`src/design/rsc_cfg.svh`:
```
`ifndef RSC_CFG_SVH
`define RSC_CFG_SVH
// Register word indexes; the byte address is four times the index
`define RSC_IDX_CTRL 6'h00
`define RSC_IDX_RDSYNC 6'h02
`define RSC_IDX_EVOUT 6'h04
`define RSC_IDX_IRQCLR 6'h06
`define RSC_IDX_IRQSET 6'h07
`define RSC_IDX_FLAG 6'h08
`define RSC_IDX_STATUS 6'h0a
`define RSC_IDX_COUNT 6'h10
// Field positions
`define RSC_BIT_SINGLE 15
`define RSC_BIT_CONT 14
`define RSC_BIT_OVERFLOW_IE 7
`define RSC_BIT_READY_IE 6
`define RSC_BIT_BUSY 7
`define RSC_BIT_OVERFLOW_EO 15
`define RSC_BIT_CTRL_EN 1
`define RSC_BIT_CTRL_SWRST 0
// Reset values
`define RSC_RST_RDSYNC 16'h0010
`define RSC_SEL_CONST 6'h10
`define RSC_RST_EVOUT 16'h0000
`define RSC_RST_IRQEN 8'h00
`define RSC_RST_FLAG 8'h00
`define RSC_RST_CTRL 16'h0000
// Writable bit masks
`define RSC_EV_MASK_WIDE 16'h81ff
`define RSC_EV_MASK_NARROW 16'h83ff
`define RSC_IE_MASK_WIDE 8'hc1
`define RSC_IE_MASK_NARROW 8'hc3
// Timing: sync stages (two flops each way)
`define RSC_SYNC_STAGES 3'h4
`endif

```
`src/design/rsc_pkg.sv`:
```
package rsc_pkg;
	typedef enum logic [1:0] {
		RSC_MODE_WIDE,
		RSC_MODE_NARROW,
		RSC_MODE_CAL,
		RSC_MODE_RSVD
	} rsc_mode_t;

	typedef struct packed {
		logic overflow;
		logic [1:0] compare;
		logic [7:0] periodic;
	} rsc_evt_t;

	typedef enum {
		RSC_IDLE,
		RSC_BUSY
	} rsc_sync_st_t;
endpackage

```
`src/design/rsc_sync_engine.sv`:
```
`timescale 1ns/1ns
`include "rsc_cfg.svh"
// Read synchronization: copies the counter value into a bus-side shadow.
module rsc_sync_engine #(
	parameter int DW = 32
) (
	input wire logic clk,
	input wire logic rst,
	input wire logic start,
	input wire logic abort,
	input wire logic [DW-1:0] count_value,
	output logic busy,
	output logic done,
	output logic [DW-1:0] shadow
);
	rsc_pkg::rsc_sync_st_t st_q;
	rsc_pkg::rsc_sync_st_t st_d;
	logic [2:0] cnt_q;
	logic [2:0] cnt_d;
	logic busy_q;
	logic done_q;
	logic [DW-1:0] shadow_q;
	wire last = (cnt_q == `RSC_SYNC_STAGES - 3'h1);

	always_comb begin
		st_d = st_q;
		cnt_d = cnt_q;
		case (st_q)
			rsc_pkg::RSC_IDLE: begin
				cnt_d = 3'h0;
				if (start)
					st_d = rsc_pkg::RSC_BUSY;
			end
			rsc_pkg::RSC_BUSY: begin
				cnt_d = cnt_q + 3'h1;
				if (abort)
					st_d = rsc_pkg::RSC_IDLE;
				else if (last)
					st_d = rsc_pkg::RSC_IDLE;
			end
			default: st_d = rsc_pkg::RSC_IDLE;
		endcase
	end

	always_ff @(posedge clk) begin
		if (rst) begin
			st_q <= rsc_pkg::RSC_IDLE;
			cnt_q <= 3'h0;
			busy_q <= 1'b0;
			done_q <= 1'b0;
			shadow_q <= '0;
		end else begin
			st_q <= st_d;
			cnt_q <= cnt_d;
			busy_q <= (st_d == rsc_pkg::RSC_BUSY);
			done_q <= (st_q == rsc_pkg::RSC_BUSY) && last && !abort;
			if (st_q == rsc_pkg::RSC_BUSY && last)
				shadow_q <= count_value;
		end
	end

	assign busy = busy_q;
	assign done = done_q;
	assign shadow = shadow_q;
endmodule // rsc_sync_engine

```
`src/design/rsc_ctrl.sv`:
```
// Implementation choice: the Wishbone interface to the registers.
`timescale 1ns/1ns
`include "rsc_cfg.svh"
// Function
// - Writing one to bit 15 starts a sync and sets busy; zero does nothing.
// - Bit 14 set resyncs the counter on every update; zero stops it.
// - While continuous is on, single-shot request stays pending after sync.
// - Any register write except one to sync control byte 1 clears the continuous sync bit.
// - Select field bits 5:0 is read-only constant 0x10.
// - Sync control resets to 0x0010; request write-only, continuous RW.
// - Overflow event enable bit 15 gates overflow events in all modes.
// - Bit 8 enables compare 0 (wide); bits 9,8 compare 1,0 (narrow).
// - Calendar mode bit 8 gates alarm 0 events.
// - Bits 7:0 individually enable eight periodic interval events.
// - Event control is 16 bits at 0x04, reset 0x0000, read-write.
// - Writing one to clear bit 7 disables overflow interrupt.
// - Writing one to clear bit 6 disables sync-ready interrupt.
// - Writing one to compare bits clears compare interrupt enables.
// - Calendar mode clear bit 0 disables alarm 0 interrupt.
// - Enable reads back; enabled flag raises interrupt request.
// - Interrupt enable clear is 8 bits at 0x06, reset 0x00.
// - Busy status sets at sync start and clears at completion.
// - Set register shares enables; writing one sets, zero ignored.
// - Sync-ready flag sets on busy falling, except on enable or reset.
module rsc_ctrl #(
	parameter int CW = 32
) (
	input wire logic clk,
	input wire logic rst,
	input wire logic wb_cyc_i,
	input wire logic wb_stb_i,
	input wire logic wb_we_i,
	input wire logic [7:0] wb_adr_i,
	input wire logic [3:0] wb_sel_i,
	input wire logic [31:0] wb_dat_i,
	output logic [31:0] wb_dat_o,
	output logic wb_ack_o,
	output logic wb_err_o,
	input wire logic [CW-1:0] count_value,
	input wire logic count_update,
	input wire rsc_pkg::rsc_evt_t evt_raw,
	output rsc_pkg::rsc_evt_t evt_out,
	input wire rsc_pkg::rsc_evt_t flag_set,
	output logic irq,
	output logic [1:0] mode
);
	// =========================================================
	// Bus decode
	// =========================================================
	logic ack_q;
	logic err_q;
	logic [31:0] rdat_q;
	wire req = wb_cyc_i && wb_stb_i && !ack_q && !err_q;
	wire [5:0] idx = wb_adr_i[7:2];
	wire aligned = (wb_adr_i[1:0] == 2'b00);

	// One-hot register select; an unknown index selects nothing
	function automatic logic [7:0] reg_select(input logic [5:0] i);
		logic [7:0] s;
		s = 8'h00;
		if (i == `RSC_IDX_CTRL)
			s[0] = 1'b1;
		else if (i == `RSC_IDX_RDSYNC)
			s[1] = 1'b1;
		else if (i == `RSC_IDX_EVOUT)
			s[2] = 1'b1;
		else if (i == `RSC_IDX_IRQCLR)
			s[3] = 1'b1;
		else if (i == `RSC_IDX_IRQSET)
			s[4] = 1'b1;
		else if (i == `RSC_IDX_FLAG)
			s[5] = 1'b1;
		else if (i == `RSC_IDX_STATUS)
			s[6] = 1'b1;
		else if (i == `RSC_IDX_COUNT)
			s[7] = 1'b1;
		return s;
	endfunction

	// Misaligned byte addresses fall through to an error answer
	wire [7:0] hit = aligned ? reg_select(idx) : 8'h00;
	wire hit_ctrl = hit[0];
	wire hit_rds = hit[1];
	wire hit_ev = hit[2];
	wire hit_clr = hit[3];
	wire hit_set = hit[4];
	wire hit_flag = hit[5];
	wire hit_stat = hit[6];
	wire hit_cnt = hit[7];
	wire mapped = |hit;
	wire wr = req && wb_we_i && mapped;

	function automatic logic [31:0] lanes(input logic [31:0] oldv,
		input logic [31:0] newv, input logic [3:0] sel);
		logic [31:0] r;
		r = oldv;
		for (int i = 0; i < 4; i++)
			if (sel[i])
				r[i*8 +: 8] = newv[i*8 +: 8];
		return r;
	endfunction

	function automatic logic [31:0] ones(input logic [31:0] v,
		input logic [3:0] sel);
		logic [31:0] r;
		r = '0;
		for (int i = 0; i < 4; i++)
			if (sel[i])
				r[i*8 +: 8] = v[i*8 +: 8];
		return r;
	endfunction

	wire [31:0] wones = ones(wb_dat_i, wb_sel_i);

	// Writable and visible bits follow the mode; the reserved mode keeps
	// the wide layout so that no stray enable survives there
	function automatic logic [15:0] ev_mask_of(input logic [1:0] m);
		logic [15:0] r;
		if (m == 2'(rsc_pkg::RSC_MODE_NARROW))
			r = `RSC_EV_MASK_NARROW;
		else
			r = `RSC_EV_MASK_WIDE;
		return r;
	endfunction

	function automatic logic [7:0] ie_mask_of(input logic [1:0] m);
		logic [7:0] r;
		if (m == 2'(rsc_pkg::RSC_MODE_NARROW))
			r = `RSC_IE_MASK_NARROW;
		else
			r = `RSC_IE_MASK_WIDE;
		return r;
	endfunction

	// =========================================================
	// Control (mode, enable, software reset)
	// =========================================================
	logic [15:0] ctrl_q;
	wire [31:0] ctrl_new = lanes({16'h0000, ctrl_q}, wb_dat_i, wb_sel_i);
	wire swrst = wr && hit_ctrl && ctrl_new[`RSC_BIT_CTRL_SWRST];
	wire en_chg = wr && hit_ctrl &&
		(ctrl_new[`RSC_BIT_CTRL_EN] != ctrl_q[`RSC_BIT_CTRL_EN]);
	wire srst = rst || swrst;
	wire [1:0] cur_mode = ctrl_q[3:2];
	wire is_narrow = (cur_mode == 2'(rsc_pkg::RSC_MODE_NARROW));

	always_ff @(posedge clk) begin
		if (srst)
			ctrl_q <= `RSC_RST_CTRL;
		else if (wr && hit_ctrl)
			ctrl_q <= {ctrl_new[15:1], 1'b0};
	end

	// =========================================================
	// Read synchronization control
	// =========================================================
	logic cont_q;
	logic single_q;
	logic upd_pend_q;
	logic sync_busy;
	logic sync_done;
	logic [CW-1:0] shadow;
	logic busy_was_q;
	wire single_wr = wr && hit_rds && wones[`RSC_BIT_SINGLE];
	wire cont_wr = wr && hit_rds && wb_sel_i[1];
	wire start = !sync_busy && (single_wr ||
		(single_q && !cont_q) || (cont_q && upd_pend_q));

	always_ff @(posedge clk) begin
		if (srst) begin
			cont_q <= 1'b0;
			single_q <= 1'b0;
			upd_pend_q <= 1'b0;
		end else begin
			// Explicit write of the bit wins over the any-write clear
			if (cont_wr)
				cont_q <= wb_dat_i[`RSC_BIT_CONT];
			else if (wr)
				cont_q <= 1'b0;
			// Outside continuous mode, a request taken by this start is consumed, not left pending
			if (start && !cont_q)
				single_q <= 1'b0;
			else if (single_wr)
				single_q <= 1'b1;
			else if (sync_done && !cont_q)
				single_q <= 1'b0;
			// Update that lands while busy is kept for the next round
			if (count_update && cont_q)
				upd_pend_q <= 1'b1;
			else if (start)
				upd_pend_q <= 1'b0;
		end
	end

	rsc_sync_engine #(
		.DW(CW)
	) u_sync (
		.clk(clk),
		.rst(rst),
		.start(start),
		.abort(swrst),
		.count_value(count_value),
		.busy(sync_busy),
		.done(sync_done),
		.shadow(shadow)
	);

	// Software reset also ends a busy period; neither it nor an enable change raises a flag
	logic quiet_q;
	always_ff @(posedge clk) begin
		if (rst) begin
			busy_was_q <= 1'b0;
			quiet_q <= 1'b0;
		end else begin
			busy_was_q <= sync_busy;
			quiet_q <= swrst || en_chg;
		end
	end
	wire sync_ready_irq_evt = busy_was_q && !sync_busy &&
		!quiet_q && !swrst;

	// =========================================================
	// Event output control
	// =========================================================
	logic [15:0] ev_q;
	wire [15:0] ev_mask = ev_mask_of(cur_mode);
	wire [31:0] ev_new = lanes({16'h0000, ev_q}, wb_dat_i, wb_sel_i);
	wire [15:0] ev_view = ev_q & ev_mask;

	always_ff @(posedge clk) begin
		if (srst)
			ev_q <= `RSC_RST_EVOUT;
		else if (wr && hit_ev)
			ev_q <= ev_new[15:0] & ev_mask;
	end

	// One gate per periodic interval output
	wire [7:0] per_gated;
	for (genvar g = 0; g < 8; g++) begin : g_per
		assign per_gated[g] = evt_raw.periodic[g] && ev_q[g];
	end
	// Wide and calendar modes share bit 8; narrow adds bit 9
	wire ovf_gated = evt_raw.overflow &&
		ev_q[`RSC_BIT_OVERFLOW_EO];
	wire compare0_irq_gated = evt_raw.compare[0] && ev_q[8];
	wire cmp1_gated = evt_raw.compare[1] && ev_q[9] &&
		is_narrow;

	rsc_pkg::rsc_evt_t evt_q;
	always_ff @(posedge clk) begin
		if (rst)
			evt_q <= '0;
		else
			evt_q <= {ovf_gated, cmp1_gated, compare0_irq_gated, per_gated};
	end

	// =========================================================
	// Interrupt enables and flags
	// =========================================================
	logic [7:0] ie_q;
	logic [7:0] flag_q;
	wire [7:0] ie_mask = ie_mask_of(cur_mode);
	wire [7:0] clr_bits = (wr && hit_clr) ? (wones[7:0] & ie_mask) : 8'h00;
	wire [7:0] set_bits = (wr && hit_set) ? (wones[7:0] & ie_mask) : 8'h00;
	wire [7:0] hw_flags = {flag_set.overflow, sync_ready_irq_evt, 4'h0,
		flag_set.compare[1] && is_narrow, flag_set.compare[0]};
	wire [7:0] flag_clr = (wr && hit_flag) ? wones[7:0] : 8'h00;
	wire [7:0] ie_d;
	wire [7:0] flag_d;

	// Clear and set sit at different indexes, so one write never does both
	for (genvar b = 0; b < 8; b++) begin : g_irq_bit
		assign ie_d[b] = set_bits[b] || (ie_q[b] && !clr_bits[b]);
		// Hardware set wins over a same-cycle software clear
		assign flag_d[b] = hw_flags[b] || (flag_q[b] && !flag_clr[b]);
	end
	// Bits of another mode stay stored but are neither shown nor used
	wire [7:0] ie_view = ie_q & ie_mask;
	wire [7:0] flag_view = flag_q & ie_mask;

	always_ff @(posedge clk) begin
		if (srst) begin
			ie_q <= `RSC_RST_IRQEN;
			flag_q <= `RSC_RST_FLAG;
		end else begin
			ie_q <= ie_d;
			flag_q <= flag_d;
		end
	end

	logic irq_q;
	always_ff @(posedge clk) begin
		if (rst)
			irq_q <= 1'b0;
		else
			irq_q <= |(ie_view & flag_view);
	end

	// =========================================================
	// Read mux and acknowledge
	// =========================================================
	wire [15:0] rds_view = {1'b0, cont_q, 8'h00,
		`RSC_SEL_CONST};
	wire [31:0] rd_mux =
		hit_ctrl ? {16'h0000, ctrl_q} :
		hit_rds ? {16'h0000, rds_view} :
		hit_ev ? {16'h0000, ev_view} :
		(hit_clr || hit_set) ? {24'h000000, ie_view} :
		hit_flag ? {24'h000000, flag_view} :
		hit_stat ? {24'h000000, sync_busy, 7'h00} :
		hit_cnt ? 32'(shadow) : 32'h00000000;

	always_ff @(posedge clk) begin
		if (rst) begin
			ack_q <= 1'b0;
			err_q <= 1'b0;
			rdat_q <= 32'h00000000;
		end else begin
			ack_q <= req && mapped;
			err_q <= req && !mapped;
			rdat_q <= (req && !wb_we_i) ? rd_mux : 32'h00000000;
		end
	end

	logic [1:0] mode_q;
	always_ff @(posedge clk) begin
		if (rst)
			mode_q <= 2'h0;
		else
			mode_q <= cur_mode;
	end

	assign wb_ack_o = ack_q;
	assign wb_err_o = err_q;
	assign wb_dat_o = rdat_q;
	assign evt_out = evt_q;
	assign irq = irq_q;
	assign mode = mode_q;
endmodule // rsc_ctrl

```
`config.mk`:
```
export PLATFORM = sky130hd
export DESIGN_NAME = rsc_ctrl
export DESIGN_NICKNAME = d
export VERILOG_FILES = /design/src/design/rsc_pkg.sv /design/src/design/rsc_sync_engine.sv /design/src/design/rsc_ctrl.sv
export VERILOG_INCLUDE_DIRS = /design/src /design/src/design
export SDC_FILE = /design/constraint.sdc
export NUM_CORES = 1
export LEC_CHECK = 0
export ABC_AREA = 1
export BUFFER_PORTS_ARGS = -buffer_cell sky130_fd_sc_hd__clkbuf_2
export CAP_MARGIN = 25
export CORE_UTILIZATION = 52
export CTS_CLUSTER_SIZE = 20
export DETAILED_ROUTE_END_ITERATION = 8
export GPL_ROUTABILITY_DRIVEN = 0
export PLACE_DENSITY = 0.79
export SETUP_SLACK_MARGIN = 0.1
export SYNTH_ARGS = -nofsm -noshare
export SYNTH_HDL_FRONTEND = slang
export SYNTH_SLANG_ARGS = --single-unit
```
`constraint.sdc`:
```
create_clock -name clk -period 2.3 [get_ports clk]
set_input_delay 0.345 -clock clk [delete_from_list [all_inputs] [get_ports clk]]
set_output_delay 0.345 -clock clk [all_outputs]
set_load 0.01 [all_outputs]
```
==> results.md, run 1 <==
- Share of the synthesized area in the top cell type: between 50% and 60%
- H-tree levels: 4
- Dominant cell type by area after synthesis: dfxtp_1
- Req. time, crit path: ~2.7 ns
- Cell Area, Synth: roughly 5700 um^2
- Max Fclk: between 500 and 600 MHz
- Clock transition at path regs: around 0.070 ns
- Most numerous cell in the Yosys netlist: dfxtp_1
- Min Hold Slack: 0.0121 ns
- Startpoint types: register
- Final instance area: 7280 um^2
- Initial Util: approximately 53%
- Seq/Total Area, Yosys: a little over half
- Area of the core: ~11000 um^2
- CTS Sinks: 156
- Number of synthesized register bits: approximately 160
- Pwr Total: a little under 6 mW
- Syn. warnings: 0
- Vias in the first global route: 4875
- Power Density: about 810 nW/um^2
- Max clock buf depth: 2
- Dpl cell area: between 6000 and 7000 um^2
- Ant. Diodes: 0
- TritonRoute pass-1 iters: 5
- Syn Area/Cell: 8.45 um^2
- Slew Limit Fails: 0
- Hold WC Path Type: input port to register
- CP Class: register to register
- Synthesized instance count: 680
- CTS Root Cell: clkbuf_8
- CP Capture Type: register
- Die area: roughly 11000 um^2
- Final Critical Period: between 1.5 and 2 ns
- Final setup TNS: 0 ns
- ANT nets after route: 0
- Gr usage total: between 20% and 30%
- DP HPWL: around 9.6 mm
- Via count: slightly above 5000
- Synth cell types: 36
- First-pass GRT wire length: ~22 mm
- Hold Violations, Final: 0
- Unrepaired setup endpoints after global routing: false
- Max FO, Critical Path: 20
- Setup Skew: roughly 0.01 ns
- Chip width: approximately 110 um
- Normalized max-slew margin: between 50% and 60%
- WP data arrival: about 2.4 ns
- Worst-Margin Slew: between 0.6 and 0.7 ns
- Setup violations, final: 0
- Row count: 38
- DRC Markers: 0
- Num CTS Buffers: 17
- Vias per cell: approximately 5
- Port bufs: roughly 130
- # fillers: 839
- First DRT Iteration DRCs: between 400 and 500
- Async SR Flop Fraction: 0%
- DRT Wirelength: around 14 mm
- Max Cap Viol: 0
- Worst-Skew Late Latency: 0.54 ns
- CTS tree: built
- Layout cells sized above 1: approximately 25%
- Area delta synth->final: 26.7%
- Grt ovf: 0
- Final #Nets: ~950
- Die Y-Extent: roughly 110 um
- Synth top area cells: dfxtp_1 54%, nand2_1 7.0%, nor2_1 7.0%, inv_1 5.2%, a211oi_1 4.2%
- Post-synth EDFFs: 0
- Ys flop type: dfxtp_1
- Status: finished clean
- Pin count of the biggest net entering global routing: 66
- Commonest cells in the netlist: 156 x dfxtp_1, 107 x nand2_1, 107 x nor2_1
- Routed WL per cell: ~14 um
- Post-CTS setup buffer count: 0
- Leak Pwr: about 3.2 nW
- Final Cycle Share: slightly below 90%
- VDD IR-drop max: between 0.4 and 0.5 mV
- Initial antenna violation count: 0
- IO Pins: between 150 and 200
-- cell type report --
cell class,instances,area [um^2],share of cell area (%)
clock inverters,12,185,2.54
clock buffers,20,455,6.25
repair buffers,140,773,10.6
flip-flops and latches,156,3120,42.9
well taps,140,175,2.41
multi-input cells,445,2260,31.1
inverters,82,308,4.23
-- worst paths after layout --
path / startpoint / end / slack (ns) / cells past startpoint
setup / recovery: wb_ack_o / wb_dat_o[13] / 0.31 / 8
hold / removal: evt_raw[4] / evt_out[4] / 0.01 / 3
setup reg to reg: wb_ack_o / wb_dat_o[13] / 0.31 / 8
hold reg to reg: u_sync.shadow[28] / wb_dat_o[28] / 0.44 / 2
-- cell usage in the layout, fill, tap and decap left out, types with 5 or more instances in the layout --
master	n
dfxtp_1	156
clkbuf_2	125
nor2_1	107
nand2_1	106
inv_1	80
nand3_1	45
a211oi_1	32
conb_1	31
a21oi_1	26
a21oi_2	20
o21ai_0	18
clkbuf_16	16
buf_4	9
nand4_1	6
o211ai_1	6
nor2_2	5
nand2_4	5
nor3_1	5
-- metrics by stage --
stage	setup slack, ns	instances	util (%)
after floorplan	0.568	710	-
after global placement	0.251	959	61.2
after detailed placement	0.198	959	61.2
after CTS	0.230	995	67.5
after global routing	0.102	995	67.5
final	0.312	995	67.5
-- cell families after synthesis --
logic type	synth area share (%)
buffers and inverters	8.30
xor gates and xnor gates	0.152
adders and majority gates	0.435
and+or+nand+nor	23.0
AOI/OAI and AO/OA	13.6
muxes	0.174
DFF	54.3
other	0.0653
-- critical path, stage by stage, from the launching register on --
cell	delay (ns)
dfxtp_1	0.33
nor2_1	0.16
nand3_1	0.10
nor2_1	0.12
inv_1	0.09
nor2_2	0.10
inv_1	0.11
or3_2	0.63
o21ai_0	0.26
-- where the power goes --
group | switching [mW] | internal, mW | total (mW)
clock network | 1.11 | 1.86 | 2.97
logic | 0.121 | 0.0813 | 0.203
registers | 0.0135 | 2.73 | 2.75
total | 1.24 | 4.68 | 5.92
-- sequential cells by signal, indices dropped and copies added (netlist names) --
signal	cells
wb_dat_o	32
u_sync.shadow	32
evt_out	11
busy_was_q	1
u_sync.cnt_q	3
ev_q	11
wb_ack_o	1
u_sync.busy	1
flag_q	4
u_sync.st_q	32
upd_pend_q	1
cont_q	1
ie_q	4
single_q	1
u_sync.done	1
wb_err_o	1
mode	2
quiet_q	1
ctrl_q	15
irq	1
-- repair_timing --
action / in CTS / in global routing
hold buffers: 4 / 0
resized for setup: 0 / 1
endpoints found under the setup margin: 0 / 1
endpoints found under the hold margin: 4 / 0
-- layer usage --
| layer | wire [um] | track usage (%) | up-vias |
|---|---|---|---|
| met1 | 5860 | 29.8 | 2310 |
| li1 | - | - | 2505 |
| met2 | 6880 | 43.8 | 193 |
| met3 | 908 | 6.08 | 29 |
| met4 | 284 | 11.5 | 0 |
| met5 | 0 | 0 | - |
Power figures use the tool's default switching activity.
==> run 2: changes to the inputs <==
- CORE_UTILIZATION: 52 -> 54
- CTS_BUF_LIST: unset -> sky130_fd_sc_hd__clkbuf_4 sky130_fd_sc_hd__clkbuf_8
- PLACE_DENSITY: 0.79 -> 0.82
==> run 2 against run 1 <==
Worst setup slack improved by 0.10 ns. Fmax up 5.4%. Sequential share of layout area is 1.8 points higher. Power decreased by 16%. Critical path depth stayed put. Sequential power is essentially flat. Non-clock buffer count is 5 lower. Critical path type unchanged. Highest routed layer unchanged.
==> results.md, run 2 (synthesis results as in run 1) <==
- Grt ovf: 0 (unchanged)
- Switching pwr: 1.10 mW (was 1.24 mW)
- Hold Violations, Final: 0 (unchanged)
- Worst-Margin Slew: 0.705 ns (was 0.638 ns)
- CTS Hold Bufs: 0 (was 4)
- Hold WC Path Type: input port to register (unchanged)
- Max Cap Viol: 0 (unchanged)
- Via count: 5046 (was 5037)
- Unrepaired setup endpoints after global routing: false (unchanged)
- Number of gates resized after CTS: 0 (unchanged)
- CTS tree: built (unchanged)
- Fin cells: 986 (was 995)
- Final Cycle Share: 82.0% (was 86.4%)
- First DRT Iteration DRCs: 386 (was 401)
- Status: finished clean (unchanged)
- Sequential Area: 3120 um^2 (unchanged)
- VDD IR-drop max: 0.373 mV (was 0.448 mV)
- Worst slack, placed: 0.138 ns (was 0.198 ns)
- Final instance area: 6990 um^2 (was 7280 um^2)
- Worst-Skew Late Latency: 0.44 ns (was 0.54 ns)
- Die Y-Extent: 105 um (was 107 um)
- Final worst slack: 0.414 ns (was 0.312 ns)
- Min Hold Slack: 0.0992 ns (was 0.0121 ns)
- IO Pins: 152 (unchanged)
- ANT nets after route: 0 (unchanged)
- DP HPWL: 9.65 mm (was 9.60 mm)
- Post-Place Cells: 954 (was 959)
- Int Power: 3.86 mW (was 4.68 mW)
- Gr usage total: 25.6% (was 25.4%)
- Area of the multi-input gates: 2260 um^2 (about the same)
- First-pass GRT wire length: 22.2 mm (was 22.5 mm)
- WP data arrival: 2.25 ns (was 2.43 ns)
- Setup Skew: 0.00798 ns (was 0.0101 ns)
- CP Capture Type: register (unchanged)
- Final core utilization: 67.7% (was 67.5%)
- Die area: 11100 um^2 (was 11500 um^2)
- Power Density: 710 nW/um^2 (was 813 nW/um^2)
- DRC Markers: 0 (unchanged)
- Initial antenna violation count: 0 (unchanged)
- Max FO, Critical Path: 20 (unchanged)
- Max clock buf depth: 2 (unchanged)
- Slew Limit Fails: 0 (unchanged)
- H-tree levels: 4 (unchanged)
- Most frequent cells in the layout: 156 x dfxtp_1, 125 x clkbuf_2, 107 x nor2_1 (unchanged)
- Pwr Total: 4.96 mW (was 5.92 mW)
- Startpoint types: register (unchanged)
- Chip width: 105 um (was 107 um)
- Dpl cell area: 6590 um^2 (was 6600 um^2)
- Ant. Diodes: 0 (unchanged)
- CP Class: register to register (unchanged)
- Routed WL per cell: 13.5 um (was 14.0 um)
- Normalized max-slew margin: 53.0% (was 57.5%)
- Row count: 37 (was 38)
- CTS Sinks: 156 (unchanged)
- Vias in the first global route: 4854 (was 4875)
- Final Critical Period: 1.89 ns (was 1.99 ns)
- Req. time, crit path: 2.67 ns (was 2.74 ns)
- Num CTS Buffers: 17 (unchanged)
- Area of the core: 10300 um^2 (was 10800 um^2)
- Comb pwr share: 4.0% (was 3.4%)
- Max Fclk: 530 MHz (was 503 MHz)
- Area delta synth->final: 21.6% (was 26.7%)
- Layout cells sized above 1: 24.7% (was 24.8%)
- Seq pwr share: 55.3% (was 46.4%)
- Final #Nets: 943 (was 948)
- Port bufs: 125 (unchanged)
- Final setup TNS: 0 ns (unchanged)
- TritonRoute pass-1 iters: 5 (unchanged)
- Clock transition at path regs: 0.08 ns (was 0.07 ns)
- DRT Wirelength: 13.3 mm (was 13.9 mm)
- Post-CTS setup buffer count: 0 (unchanged)
- CTS Root Cell: clkbuf_8 (unchanged)
- Initial Util: 55.7% (was 53.2%)
- Setup violations, final: 0 (unchanged)
- Switching Share: 22.2% (was 21.0%)
- Pin count of the biggest net entering global routing: 66 (unchanged)
- Vias per cell: 5.12 (was 5.06)
- Leak Pwr: 3.02 nW (was 3.15 nW)
- Commonest non-fill, non-tap cell in the layout: dfxtp_1 (unchanged)
- # fillers: 813 (was 839)
- Clk pwr share: 40.7% (was 50.2%)
## run 2: cell count changes in the layout (fill, tap and decap cells not counted), sizes merged
cell | before | now
clkinvlp | 3 | 5
bufinv | 4 | 2
dlygate4sd3 | 4 | 0
buf | 11 | 10
clkbuf | 145 | 147
inv | 84 | 82
## run 2: final timing paths
path / to / start / slack [ns] / depth (start not counted)
worst max-delay path: wb_dat_o[10] / wb_ack_o / 0.41 / 8
worst min-delay path: evt_out[7] / evt_raw[7] / 0.1 / 3
worst max register to register: wb_dat_o[10] / wb_ack_o / 0.41 / 8
worst min register to register: wb_dat_o[18] / u_sync.shadow[18] / 0.44 / 2
## run 2: worst max-delay path, cell delays in order (launching register included)
cell and delay, ns:
dfxtp_1 0.33, nor2_1 0.13, nand3_1 0.08, nor2_1 0.09
inv_1 0.08, nor2_2 0.10, inv_1 0.12, or3_1 0.63
o21ai_0 0.24
## run 2: layout make-up
cell class | count | share of cell area (%)
clock buffer | 22 | 4.06
sequential | 156 | 44.7
timing repair buffer | 135 | 10.4
clock inverter | 10 | 1.66
multi-input combinational | 445 | 32.4
inverter | 82 | 4.40
tap | 136 | 2.43
## run 2: routing by layer
layer | track usage [%] | vias up | share of wire [%]
met4 | 9.56 | 0 | 2.1
met3 | 6.49 | 30 | 6.6
met5 | 0 | - | 0
met2 | 44.1 | 197 | 49
li1 | - | 2481 | -
met1 | 30.6 | 2338 | 43
## run 2: power groups by stage
stage,clock (mW),combinational (mW),sequential (mW)
2_1_floorplan,0,0.0943,2.80
4_1_cts,2.04,0.194,2.74
3_3_place_gp,0,0.189,2.81
6_report,2.02,0.197,2.74
3_5_place_dp,0,0.193,2.81
5_1_grt,2.18,0.218,2.75
